==> src/card_regs_pkg.sv <==
// Notes on behaviour
// - Sixteen-bit interrupt enable mask, one bit per cause; bit 15 active controller.
// - Status low byte: system controller bit 7, active controller bit 6, zero, address.
// - Status bit 8 holds the low bit of the last recognized address.
// - NDAC and NRFD indications are meaningful only while addressed to talk.
// - SRQ indication is meaningful only while active controller.
// - Identity bit 7 reads one when the spare jumper is fitted.
// - Identity bits 6 to 0 return a fixed card type code.
// - Built-in interface reads the identity register as a fixed zero byte.
// - Reading both interrupt status registers or data-line status has a side effect.
// - Interrupt and DMA status bit 7 reads one while card interrupts are enabled.
// - Bit 6 reads one while the card requests service.
// - Bits 5 and 4 encode interrupt level 3 to 6; built-in fixed at 3.
// - Bits 1 and 0 report DMA channel one and zero enabled.
// - Bits 3 and 2 are unused; software must not rely on them.
// - On the built-in interface only the DMA channel zero bit is meaningful.
// - Poll mask: unconfigure bit 4, sense bit 3, response line in bits 2 to 0.
// - Bus line word shows control lines in bits 15 to 8, data lines below.
// - Status high byte flags REM, LLO, ATN, LPAS, TPAS, LADS, TADS at 15 to 9.
package card_regs_pkg;

  localparam logic [4:0] RD_CARD_IDENTITY = 5'h01;
  localparam logic [4:0] RD_INTERRUPT_DMA_STATUS = 5'h03;
  localparam logic [4:0] RD_INTERRUPT_ENABLE_MASK = 5'h04;
  localparam logic [4:0] RD_BUS_LINE_STATUS = 5'h07;
  localparam logic [4:0] RD_PARALLEL_POLL_MASK = 5'h08;
  localparam logic [4:0] RD_INTERFACE_STATUS_ADDRESS = 5'h0a;
  localparam logic [4:0] RD_INTERRUPT_STATUS_HI = 5'h11;
  localparam logic [4:0] RD_INTERRUPT_STATUS_LO = 5'h13;
  localparam logic [4:0] RD_DATA_LINE_STATUS = 5'h1f;

  localparam logic [4:0] WR_INTERRUPT_ENABLE_MASK = 5'h04;
  localparam logic [4:0] WR_PARALLEL_POLL_MASK = 5'h05;
  localparam logic [4:0] WR_CARD_INTERRUPT_ENABLE = 5'h06;

  // Type code value is arbitrary; every card of this kind returns the same one
  localparam logic [6:0] CARD_TYPE_CODE = 7'h2a;
  localparam logic [7:0] FLOATING_READ = 8'h00;
  localparam logic [15:0] MASK_RESET = 16'h0000;
  localparam logic [4:0] POLL_MASK_RESET = 5'h00;
  localparam logic [15:0] RDATA_RESET = 16'h0000;
  localparam logic [1:0] BUILTIN_LEVEL = 2'h0;

  localparam int IDENT_JUMPER_BIT = 7;
  localparam int POLL_UNCONFIGURE_BIT = 4;
  localparam int POLL_SENSE_BIT = 3;

  typedef struct packed {
    logic atn;
    logic dav;
    logic ndac;
    logic nrfd;
    logic eoi;
    logic srq;
    logic ifc;
    logic ren;
  } bus_control_s;

  typedef struct packed {
    bus_control_s ctrl;
    logic [7:0] data;
    logic jumper_fitted;
    logic [1:0] level_switch;
    logic builtin;
  } pins_s;

  typedef struct packed {
    logic remote;
    logic lockout;
    logic lpas;
    logic tpas;
    logic lads;
    logic tads;
    logic last_addr_lsb;
    logic system_controller;
    logic active_controller;
    logic [4:0] primary_address;
  } if_state_s;

  typedef struct packed {
    logic hi;
    logic lo;
    logic data_line;
  } read_effect_s;

endpackage

==> src/card_status_registers.sv <==
`timescale 1ns/100ps
`default_nettype none
module ieee488_card_status_registers
  import card_regs_pkg::*;
(
  input wire logic clk,
  input wire logic resetn,
  input wire logic [4:0] reg_addr,
  input wire logic register_read_statement,
  input wire logic register_write_statement,
  input wire logic [15:0] reg_wdata,
  output logic [15:0] reg_rdata,
  output logic reg_rvalid,
  input wire pins_s pins,
  input wire if_state_s if_state,
  input wire logic [15:0] cause_pending,
  input wire logic [7:0] interrupt_status_hi,
  input wire logic [7:0] interrupt_status_lo,
  input wire logic [7:0] data_line_status,
  input wire logic dma0_enabled,
  input wire logic dma1_enabled,
  output logic [15:0] interrupt_enable_mask,
  output logic [4:0] parallel_poll_response_mask,
  output logic card_interrupt_enable,
  output logic irq,
  output read_effect_s read_effect
);

  pins_s sync_a;
  pins_s sync_b;
  logic [15:0] next_mask;
  logic [4:0] next_poll;
  logic next_int_en;
  logic [15:0] next_rdata;
  logic next_rvalid;
  logic next_irq;
  read_effect_s next_effect;
  bus_control_s shown_ctrl;
  logic service_request;

  function automatic logic [7:0] identity_byte(input logic builtin, input logic jumper);
    logic [7:0] v;
    v = {jumper, CARD_TYPE_CODE};
    if (builtin) begin
      v = FLOATING_READ;
    end
    return v;
  endfunction

  // One decode serves every write target
  function automatic logic write_hit(input logic strobe, input logic [4:0] addr, input logic [4:0] code);
    return strobe && (addr == code);
  endfunction

  function automatic logic [7:0] dma_status_byte(input logic builtin, input logic int_en, input logic req,
      input logic [1:0] level, input logic dma1, input logic dma0);
    logic [7:0] v;
    // enabled, requesting, level, unused zero, DMA
    v = {int_en, req, level, 2'h0, dma1, dma0};
    if (builtin) begin
      v = {7'h00, dma0};
      v[5:4] = BUILTIN_LEVEL;
    end
    return v;
  endfunction

  function automatic logic [15:0] status_word(input if_state_s s, input logic atn);
    logic [15:0] v;
    v = 16'h0000;
    v[15:9] = {s.remote, s.lockout, atn, s.lpas, s.tpas, s.lads, s.tads};
    v[8] = s.last_addr_lsb;
    v[7:0] = {s.system_controller, s.active_controller, 1'b0, s.primary_address};
    return v;
  endfunction

  function automatic read_effect_s read_side_effect(input logic strobe, input logic [4:0] addr);
    read_effect_s e;
    e = '0;
    if (strobe) begin
      if (addr == RD_INTERRUPT_STATUS_HI) begin
        e.hi = 1'b1;
      end else if (addr == RD_INTERRUPT_STATUS_LO) begin
        e.lo = 1'b1;
      end else if (addr == RD_DATA_LINE_STATUS) begin
        e.data_line = 1'b1;
      end
    end
    return e;
  endfunction

  // Pins cross into the clock domain before any logic looks at them
  always_ff @(posedge clk or negedge resetn) begin
    if (!resetn) begin
      sync_a <= '0;
      sync_b <= '0;
    end else begin
      sync_a <= pins;
      sync_b <= sync_a;
    end
  end

  assign service_request = |(cause_pending & interrupt_enable_mask);

  always_comb begin
    shown_ctrl = sync_b.ctrl;
    if (!if_state.tads) begin
      shown_ctrl.ndac = 1'b0;
      shown_ctrl.nrfd = 1'b0;
    end
    if (!if_state.active_controller) begin
      shown_ctrl.srq = 1'b0;
    end
  end

  always_comb begin
    next_mask = interrupt_enable_mask;
    if (write_hit(register_write_statement, reg_addr, WR_INTERRUPT_ENABLE_MASK)) begin
      next_mask = reg_wdata;
    end
  end

  always_ff @(posedge clk or negedge resetn) begin
    if (!resetn) begin
      interrupt_enable_mask <= MASK_RESET;
    end else begin
      interrupt_enable_mask <= next_mask;
    end
  end

  always_comb begin
    next_poll = parallel_poll_response_mask;
    if (write_hit(register_write_statement, reg_addr, WR_PARALLEL_POLL_MASK)) begin
      next_poll = reg_wdata[4:0];
    end
  end

  always_ff @(posedge clk or negedge resetn) begin
    if (!resetn) begin
      parallel_poll_response_mask <= POLL_MASK_RESET;
    end else begin
      parallel_poll_response_mask <= next_poll;
    end
  end

  always_comb begin
    next_int_en = card_interrupt_enable;
    if (write_hit(register_write_statement, reg_addr, WR_CARD_INTERRUPT_ENABLE)) begin
      next_int_en = reg_wdata[0];
    end
  end

  always_ff @(posedge clk or negedge resetn) begin
    if (!resetn) begin
      card_interrupt_enable <= 1'b0;
    end else begin
      card_interrupt_enable <= next_int_en;
    end
  end

  // enabled masked cause
  // Registered so the request pin never glitches while causes settle
  always_comb begin
    next_irq = card_interrupt_enable && service_request;
  end

  always_ff @(posedge clk or negedge resetn) begin
    if (!resetn) begin
      irq <= 1'b0;
    end else begin
      irq <= next_irq;
    end
  end

  // Valid follows the strobe by one edge, in step with the data
  always_comb begin
    next_rvalid = register_read_statement;
  end

  always_ff @(posedge clk or negedge resetn) begin
    if (!resetn) begin
      reg_rvalid <= 1'b0;
    end else begin
      reg_rvalid <= next_rvalid;
    end
  end

  // Read data holds until the next read, so slow software may fetch it late
  always_comb begin
    next_rdata = reg_rdata;
    if (register_read_statement) begin
      // Unmapped numbers read zero
      next_rdata = 16'h0000;
      if (reg_addr == RD_CARD_IDENTITY) begin
        next_rdata = {8'h00, identity_byte(sync_b.builtin, sync_b.jumper_fitted)};
      end else if (reg_addr == RD_INTERRUPT_DMA_STATUS) begin
        next_rdata = {8'h00, dma_status_byte(sync_b.builtin, card_interrupt_enable, irq, sync_b.level_switch,
            dma1_enabled, dma0_enabled)};
      end else if (reg_addr == RD_INTERRUPT_ENABLE_MASK) begin
        next_rdata = interrupt_enable_mask;
      end else if (reg_addr == RD_BUS_LINE_STATUS) begin
        next_rdata = {shown_ctrl, sync_b.data};
      end else if (reg_addr == RD_PARALLEL_POLL_MASK) begin
        next_rdata = {11'h000, parallel_poll_response_mask};
      end else if (reg_addr == RD_INTERFACE_STATUS_ADDRESS) begin
        next_rdata = status_word(if_state, sync_b.ctrl.atn);
      end else if (reg_addr == RD_INTERRUPT_STATUS_HI) begin
        next_rdata = {8'h00, interrupt_status_hi};
      end else if (reg_addr == RD_INTERRUPT_STATUS_LO) begin
        next_rdata = {8'h00, interrupt_status_lo};
      end else if (reg_addr == RD_DATA_LINE_STATUS) begin
        next_rdata = {8'h00, data_line_status};
      end
    end
  end

  always_ff @(posedge clk or negedge resetn) begin
    if (!resetn) begin
      reg_rdata <= RDATA_RESET;
    end else begin
      reg_rdata <= next_rdata;
    end
  end

  // one pulse per disturbing read
  // The engine clears its own flags on this pulse; nothing here is cleared
  always_comb begin
    next_effect = read_side_effect(register_read_statement, reg_addr);
  end

  always_ff @(posedge clk or negedge resetn) begin
    if (!resetn) begin
      read_effect <= '0;
    end else begin
      read_effect <= next_effect;
    end
  end

endmodule
`default_nettype wire

==> config.mk <==
export PLATFORM = sky130hd
export DESIGN_NAME = ieee488_card_status_registers
export DESIGN_NICKNAME = d
export VERILOG_FILES = /design/src/card_regs_pkg.sv /design/src/card_status_registers.sv
export SDC_FILE = /design/constraint.sdc
export NUM_CORES = 1
export LEC_CHECK = 0
export ABC_AREA = 1
export ABC_CLOCK_PERIOD_IN_PS = 1000
export BUFFER_PORTS_ARGS = -buffer_cell sky130_fd_sc_hd__buf_2
export CORE_ASPECT_RATIO = 0.9
export CORE_MARGIN = 5
export CORE_UTILIZATION = 43
export DETAILED_ROUTE_END_ITERATION = 16
export PLACE_DENSITY = 0.76
export RECOVER_POWER = 100
export SLEW_MARGIN = 20
export SYNTH_ARGS = -nofsm -noshare
export SYNTH_HDL_FRONTEND = slang
export SYNTH_SLANG_ARGS = --single-unit
==> constraint.sdc <==
create_clock -name clk -period 1 [get_ports clk]
set_clock_uncertainty 0.15 [all_clocks]
set_input_delay 0.2 -clock clk [delete_from_list [all_inputs] [get_ports clk]]
set_output_delay 0.2 -clock clk [all_outputs]
set_load 0.02 [all_outputs]
[After elaboration in Yosys (flattened, before gate mapping)]
Cells that the tools add are included.
Storage, ports and cells
  register bits: 83
  word-level logic and storage cells: 69
  output and inout port bits: 43
Cells by class
  bitwise operators: 1
  equality and inequality tests: 11
  multiplexer cells: 19
  reductions and logical operators: 5
Operators by type and width (count)
  16-bit 2-to-1 mux: 6
  8-bit 2-to-1 mux: 5
  5-bit by 3-bit == test with 1-bit output (second input constant): 4
  16-bit AND: 1
  16-bit OR reduction: 1
  5-bit == test (second input constant): 3
  5-bit by 4-bit == test with 1-bit output (second input constant): 2
  5-bit by 1-bit == test with 1-bit output (second input constant): 1
  5-bit by 2-bit == test with 1-bit output (second input constant): 1
  1-bit 2-to-1 mux: 5
  1-bit logical AND: 4
  2-bit 2-to-1 mux: 2
  3-bit 2-to-1 mux: 1

[Depth between registers and ports, before layout]
  depth after elaboration: 10
  depth in mapped cells: 11
  mapped depth without buffers: 10

[Least setup slack after synthesis]
Ideal clock, no wire load.
  path type: input to register
  from: in reg_addr[4]
  to: reg interrupt_enable_mask[10]
  path slack: -0.438 ns
  required time: 0.725 ns
  arrival: 1.163 ns
  stages on the path: 7
  cell sequence: buf_6 -> nor2_4 -> nand2_2 -> nor2_8 -> nand2_4 -> buf_6 -> mux2_4
Between the ends
  word-level cells in the longest chain between the ends: 2
Ends and longest elaborated chain
  start: declaration: line card_status_registers.sv:8  | input wire logic [4:0] reg_addr,
  5-bit by 3-bit == test with 1-bit output: line card_status_registers.sv:52  | return strobe && (addr == code);
  1-bit logical AND: line card_status_registers.sv:52
  end signal: assignment: line card_status_registers.sv:126  | interrupt_enable_mask <= next_mask;
  end: declaration: line card_status_registers.sv:22  | output logic [15:0] interrupt_enable_mask,
Every way passes these cells.
A chain may end at the register's enable or synchronous reset.

[Worst setup path after layout]
  from: reg interrupt_enable_mask[14]
  to: out interrupt_enable_mask[14]
No word-level cell between the ends.

==> impl_metrics.xml <==
<?xml version="1.0" encoding="UTF-8"?>
<metrics>
  <group name="global_route">
    <metric name="antenna_violations_before_repair" unit="">1</metric>
    <metric name="grt.total_usage" unit="%">28.7</metric>
    <metric name="overflow" unit="">0</metric>
    <metric name="grt_pass1_wl" unit="um">22100</metric>
    <metric name="first_global_vias" unit="">4226</metric>
    <metric name="grt_start_max_net_pins" unit="">26</metric>
  </group>
  <group name="clocking">
    <metric name="clock-sinks" unit="">83</metric>
    <metric name="clkSlewWorstSetupHoldPaths" unit="ns">0.09</metric>
    <metric name="cts_h_tree_lvls" unit="">3</metric>
    <metric name="cts_made_buffers" unit="">9</metric>
    <metric name="clockRootBuffer" unit="">sky130_fd_sc_hd__clkbuf_8</metric>
    <metric name="max-clock-path-buffers" unit="">2</metric>
    <metric name="clock_insertion_delay_worst_skew" unit="ns">0.38</metric>
    <metric name="cts_tree" unit="">yes</metric>
  </group>
  <group name="synth">
    <metric name="yosysTopAreaCell" unit="">sky130_fd_sc_hd__dfrtp_1</metric>
    <metric name="synth.ff_latch_count" unit="">83</metric>
    <metric name="synth_top_flop_cell" unit="">sky130_fd_sc_hd__dfrtp_1</metric>
    <metric name="synth_sequential_area_ratio" unit="%">59.6</metric>
    <metric name="ys_async_sr_fraction" unit="%">100</metric>
    <metric name="largest_family_of_logic_cells_by_synthesized_area" unit="">simple AND/OR/NAND/NOR gates</metric>
    <metric name="synth.top_cell.area_share" unit="%">59.6</metric>
    <metric name="synthTopCellsByArea" unit="">sky130_fd_sc_hd__dfrtp_1 (60%), sky130_fd_sc_hd__nand2_1 (10%), sky130_fd_sc_hd__mux2_4 (4.3%)</metric>
    <metric name="synth-edff-count" unit="">0</metric>
    <metric name="synth.yosys.warnings" unit="">0</metric>
    <metric name="synthXorXnorAreaFrac" unit="%">0</metric>
    <metric name="yosys-top-cells-count" unit="">sky130_fd_sc_hd__nand2_1 (97), sky130_fd_sc_hd__dfrtp_1 (83), sky130_fd_sc_hd__o21ai_0 (25)</metric>
    <metric name="postSynthNetCount" unit="">454</metric>
    <metric name="synth_cell_types" unit="">31</metric>
    <metric name="synth_compound_area_share" unit="%">9.38</metric>
    <metric name="synth_mux_area_share" unit="%">4.64</metric>
    <metric name="mappedNetlistArea" unit="um^2">3480</metric>
    <metric name="yosys.area_share.simple" unit="%">21.8</metric>
    <metric name="synth_fa_ha_area_share" unit="%">0</metric>
    <metric name="synthCells" unit="">353</metric>
    <metric name="synth.most_common_cell" unit="">sky130_fd_sc_hd__nand2_1</metric>
    <metric name="synth_area_per_cell" unit="um^2">9.86</metric>
  </group>
  <group name="route">
    <metric name="ant_nets" unit="">0</metric>
    <metric name="drtPass1Iterations" unit="">5</metric>
    <metric name="detail_route.wl_per_cell" unit="um">22.2</metric>
    <metric name="drc_violation_count_after_routing" unit="">0</metric>
    <metric name="routed_wirelength" unit="um">16800</metric>
    <metric name="num_vias" unit="">4276</metric>
    <metric name="drt_iter0_drc" unit="">345</metric>
    <metric name="via_per_inst" unit="">5.65</metric>
  </group>
  <group name="timing">
    <metric name="setup_ws" unit="ns">-0.456</metric>
    <metric name="final_max_slew_viol_count" unit="">0</metric>
    <metric name="worst_slew_pin_slew" unit="ns">0.440</metric>
    <metric name="final_cycle_utilization_of_the_critical_path" unit="%">146</metric>
    <metric name="unrepaired_setup_endpoints_after_global_routing" unit="">true</metric>
    <metric name="finalSetupTns" unit="ns">-21.03</metric>
    <metric name="hold_ws" unit="ns">-0.0886</metric>
    <metric name="period_minus_slack" unit="ns">1.46</metric>
    <metric name="hold_violation_count_in_the_final_report" unit="">5</metric>
    <metric name="timing.final.setup_violations" unit="">88</metric>
    <metric name="max_freq" unit="MHz">687</metric>
    <metric name="slew_headroom" unit="%">70.7</metric>
  </group>
  <group name="run_status">
    <metric name="failing_checks" unit="">hold timing, setup timing</metric>
    <metric name="run_status" unit="">finished with violations</metric>
  </group>
  <group name="critical_path">
    <metric name="timing.reg2reg.setup_slack" unit="ns">-0.43</metric>
    <metric name="cp_cell_sequence" unit="">buf_6 -&gt; buf_6</metric>
    <metric name="worstSetupPathType" unit="">reg2out</metric>
    <metric name="worst-path-max-fanout" unit="">2</metric>
    <metric name="cp_slowest_stage_delay" unit="ns">0.45</metric>
    <metric name="critPathRequiredTime" unit="ns">0.65</metric>
    <metric name="worst_path_max_delay_cell" unit="">sky130_fd_sc_hd__dfrtp_1</metric>
    <metric name="critPathMostFrequentCell" unit="">sky130_fd_sc_hd__buf_6</metric>
    <metric name="worstSetupEndpointType" unit="">output pin</metric>
    <metric name="critical_path_at" unit="ns">1.11</metric>
    <metric name="critical_path.startpoint_type" unit="">register</metric>
  </group>
  <group name="final_layout">
    <metric name="postLayoutCellArea" unit="um^2">6810</metric>
    <metric name="final_layout_size_suffix_gt1_share" unit="%">58.8</metric>
    <metric name="final_nets" unit="">753</metric>
    <metric name="syn_to_final_growth" unit="%">95.6</metric>
  </group>
  <group name="pwr">
    <metric name="p_leak" unit="nW">3.40</metric>
    <metric name="max-vdd-ir-drop" unit="mV">1.49</metric>
    <metric name="power.density" unit="nW/um^2">1440</metric>
    <metric name="total_power_after_layout" unit="mW">9.80</metric>
  </group>
  <group name="floorplanning">
    <metric name="io-pin-count" unit="">144</metric>
    <metric name="die_height" unit="um">95.4</metric>
    <metric name="initial_utilization" unit="%">43.6</metric>
    <metric name="core_area" unit="um^2">7990</metric>
    <metric name="die_area" unit="um^2">10000</metric>
    <metric name="row_count" unit="">31</metric>
    <metric name="die_w" unit="um">105</metric>
  </group>
  <group name="placement">
    <metric name="place_hpwl" unit="um">8840</metric>
    <metric name="gp_routability_congestion" unit="">0.901</metric>
    <metric name="numPortBuffers" unit="">143</metric>
    <metric name="dpl-instance-area" unit="um^2">4760</metric>
  </group>
  <group name="flow_run">
    <metric name="max-cap-violations" unit="">0</metric>
  </group>
  <group name="hold_path">
    <metric name="timing.hold.worst.class" unit="">in2reg</metric>
  </group>
</metrics>
final timing paths:
path / from / endpoint / cells after the start
hold reg to reg: sync_a[7]$_DFF_PN0_ / sync_b[7]$_DFF_PN0_ / 0
setup / recovery: interrupt_enable_mask[14]$_DFFE_PN0P_ / interrupt_enable_mask[14] / 2
hold / removal: reg_wdata[8] / interrupt_enable_mask[8]$_DFFE_PN0P_ / 2
setup reg to reg: interrupt_enable_mask[15]$_DFFE_PN0P_ / irq$_DFF_PN0_ / 5
max in group asynchronous: resetn / reg_rdata[10]$_DFFE_PN0P_ / 3
min in group asynchronous: resetn / interrupt_enable_mask[13]$_DFFE_PN0P_ / 2
timing repair:
item,in CTS,in global routing
hold buffers,33,1
setup buffers,44,24
endpoints found under the hold margin,128,6
cloned,4,1
pin swaps,38,52
endpoints found under the setup margin,76,82
gates resized for setup,203,85
area by class of cell:
cell class              instances  area, um^2
multi-input cells             238        1760
well taps                      99         124
repair buffers                290        2510
diodes                          1        2.50
repair inverters                1        3.75
clock buffers                  10         128
flip-flops and latches         83        2080
fillers                       361        1180
inverters                      29         133
clock inverters                 6        73.8
flip-flops by register name, summed over array words and instances, names as in the netlist:
| name | flops |
|---|---|
| shown_ctrl | 5 |
| sync_b | 15 |
| read_effect | 3 |
| interrupt_enable_mask | 16 |
| irq | 1 |
| card_interrupt_enable | 1 |
| reg_rvalid | 1 |
| reg_rdata | 16 |
| parallel_poll_response_mask | 5 |
| sync_a | 20 |
routing by layer:
metal / vias to the layer above / wire, um / GRT usage [%]
met5: - / 0 / 0
met4: 0 / 1080 / 15.7
met3: 106 / 1360 / 5.62
met2: 322 / 8310 / 48.9
met1: 2063 / 6090 / 34.7
li1: 1785 / - / -
through the flow:
step           utilization [%]  worst slack [ns]  std cells
2_1_floorplan                -            -0.432        353
5_1_grt                   85.2            -0.443        757
4_1_cts                   79.8            -0.393        737
3_3_place_gp              59.5            -0.667        640
6_report                  85.2            -0.456        757
3_5_place_dp              59.5            -0.628        640
power breakdown:
part	switching [mW]	internal, mW	leakage (nW)
clock network	1.37	1.19	0.0950
registers	0.256	3.66	1.03
logic	1.53	1.79	2.28
cell families after synthesis:
logic type | Yosys count
simple gates | 166
compound gates | 57
buf+inv | 36
flops | 83
mux | 11
placed cells by master, fill, tap and decap left out, drive strengths merged, types with 4 or more instances in the layout:
cell type	synthesis	final
buf	4	251
nand2	102	105
dfrtp	83	83
dlygate4sd3	0	34
nor2	32	32
o21ai	32	32
inv	28	30
clkbuf	3	15
nand3	14	15
nand4	13	13
mux2	11	11
a21oi	11	11
a22o	4	4
critical path: cells and delay by family (launching register included):
| family | cells | cell delay, ns |
|---|---|---|
| flops | 1 | 0.45 |
| buf+inv | 2 | 0.27 |
No activity file was read; power rests on OpenSTA's default activity.
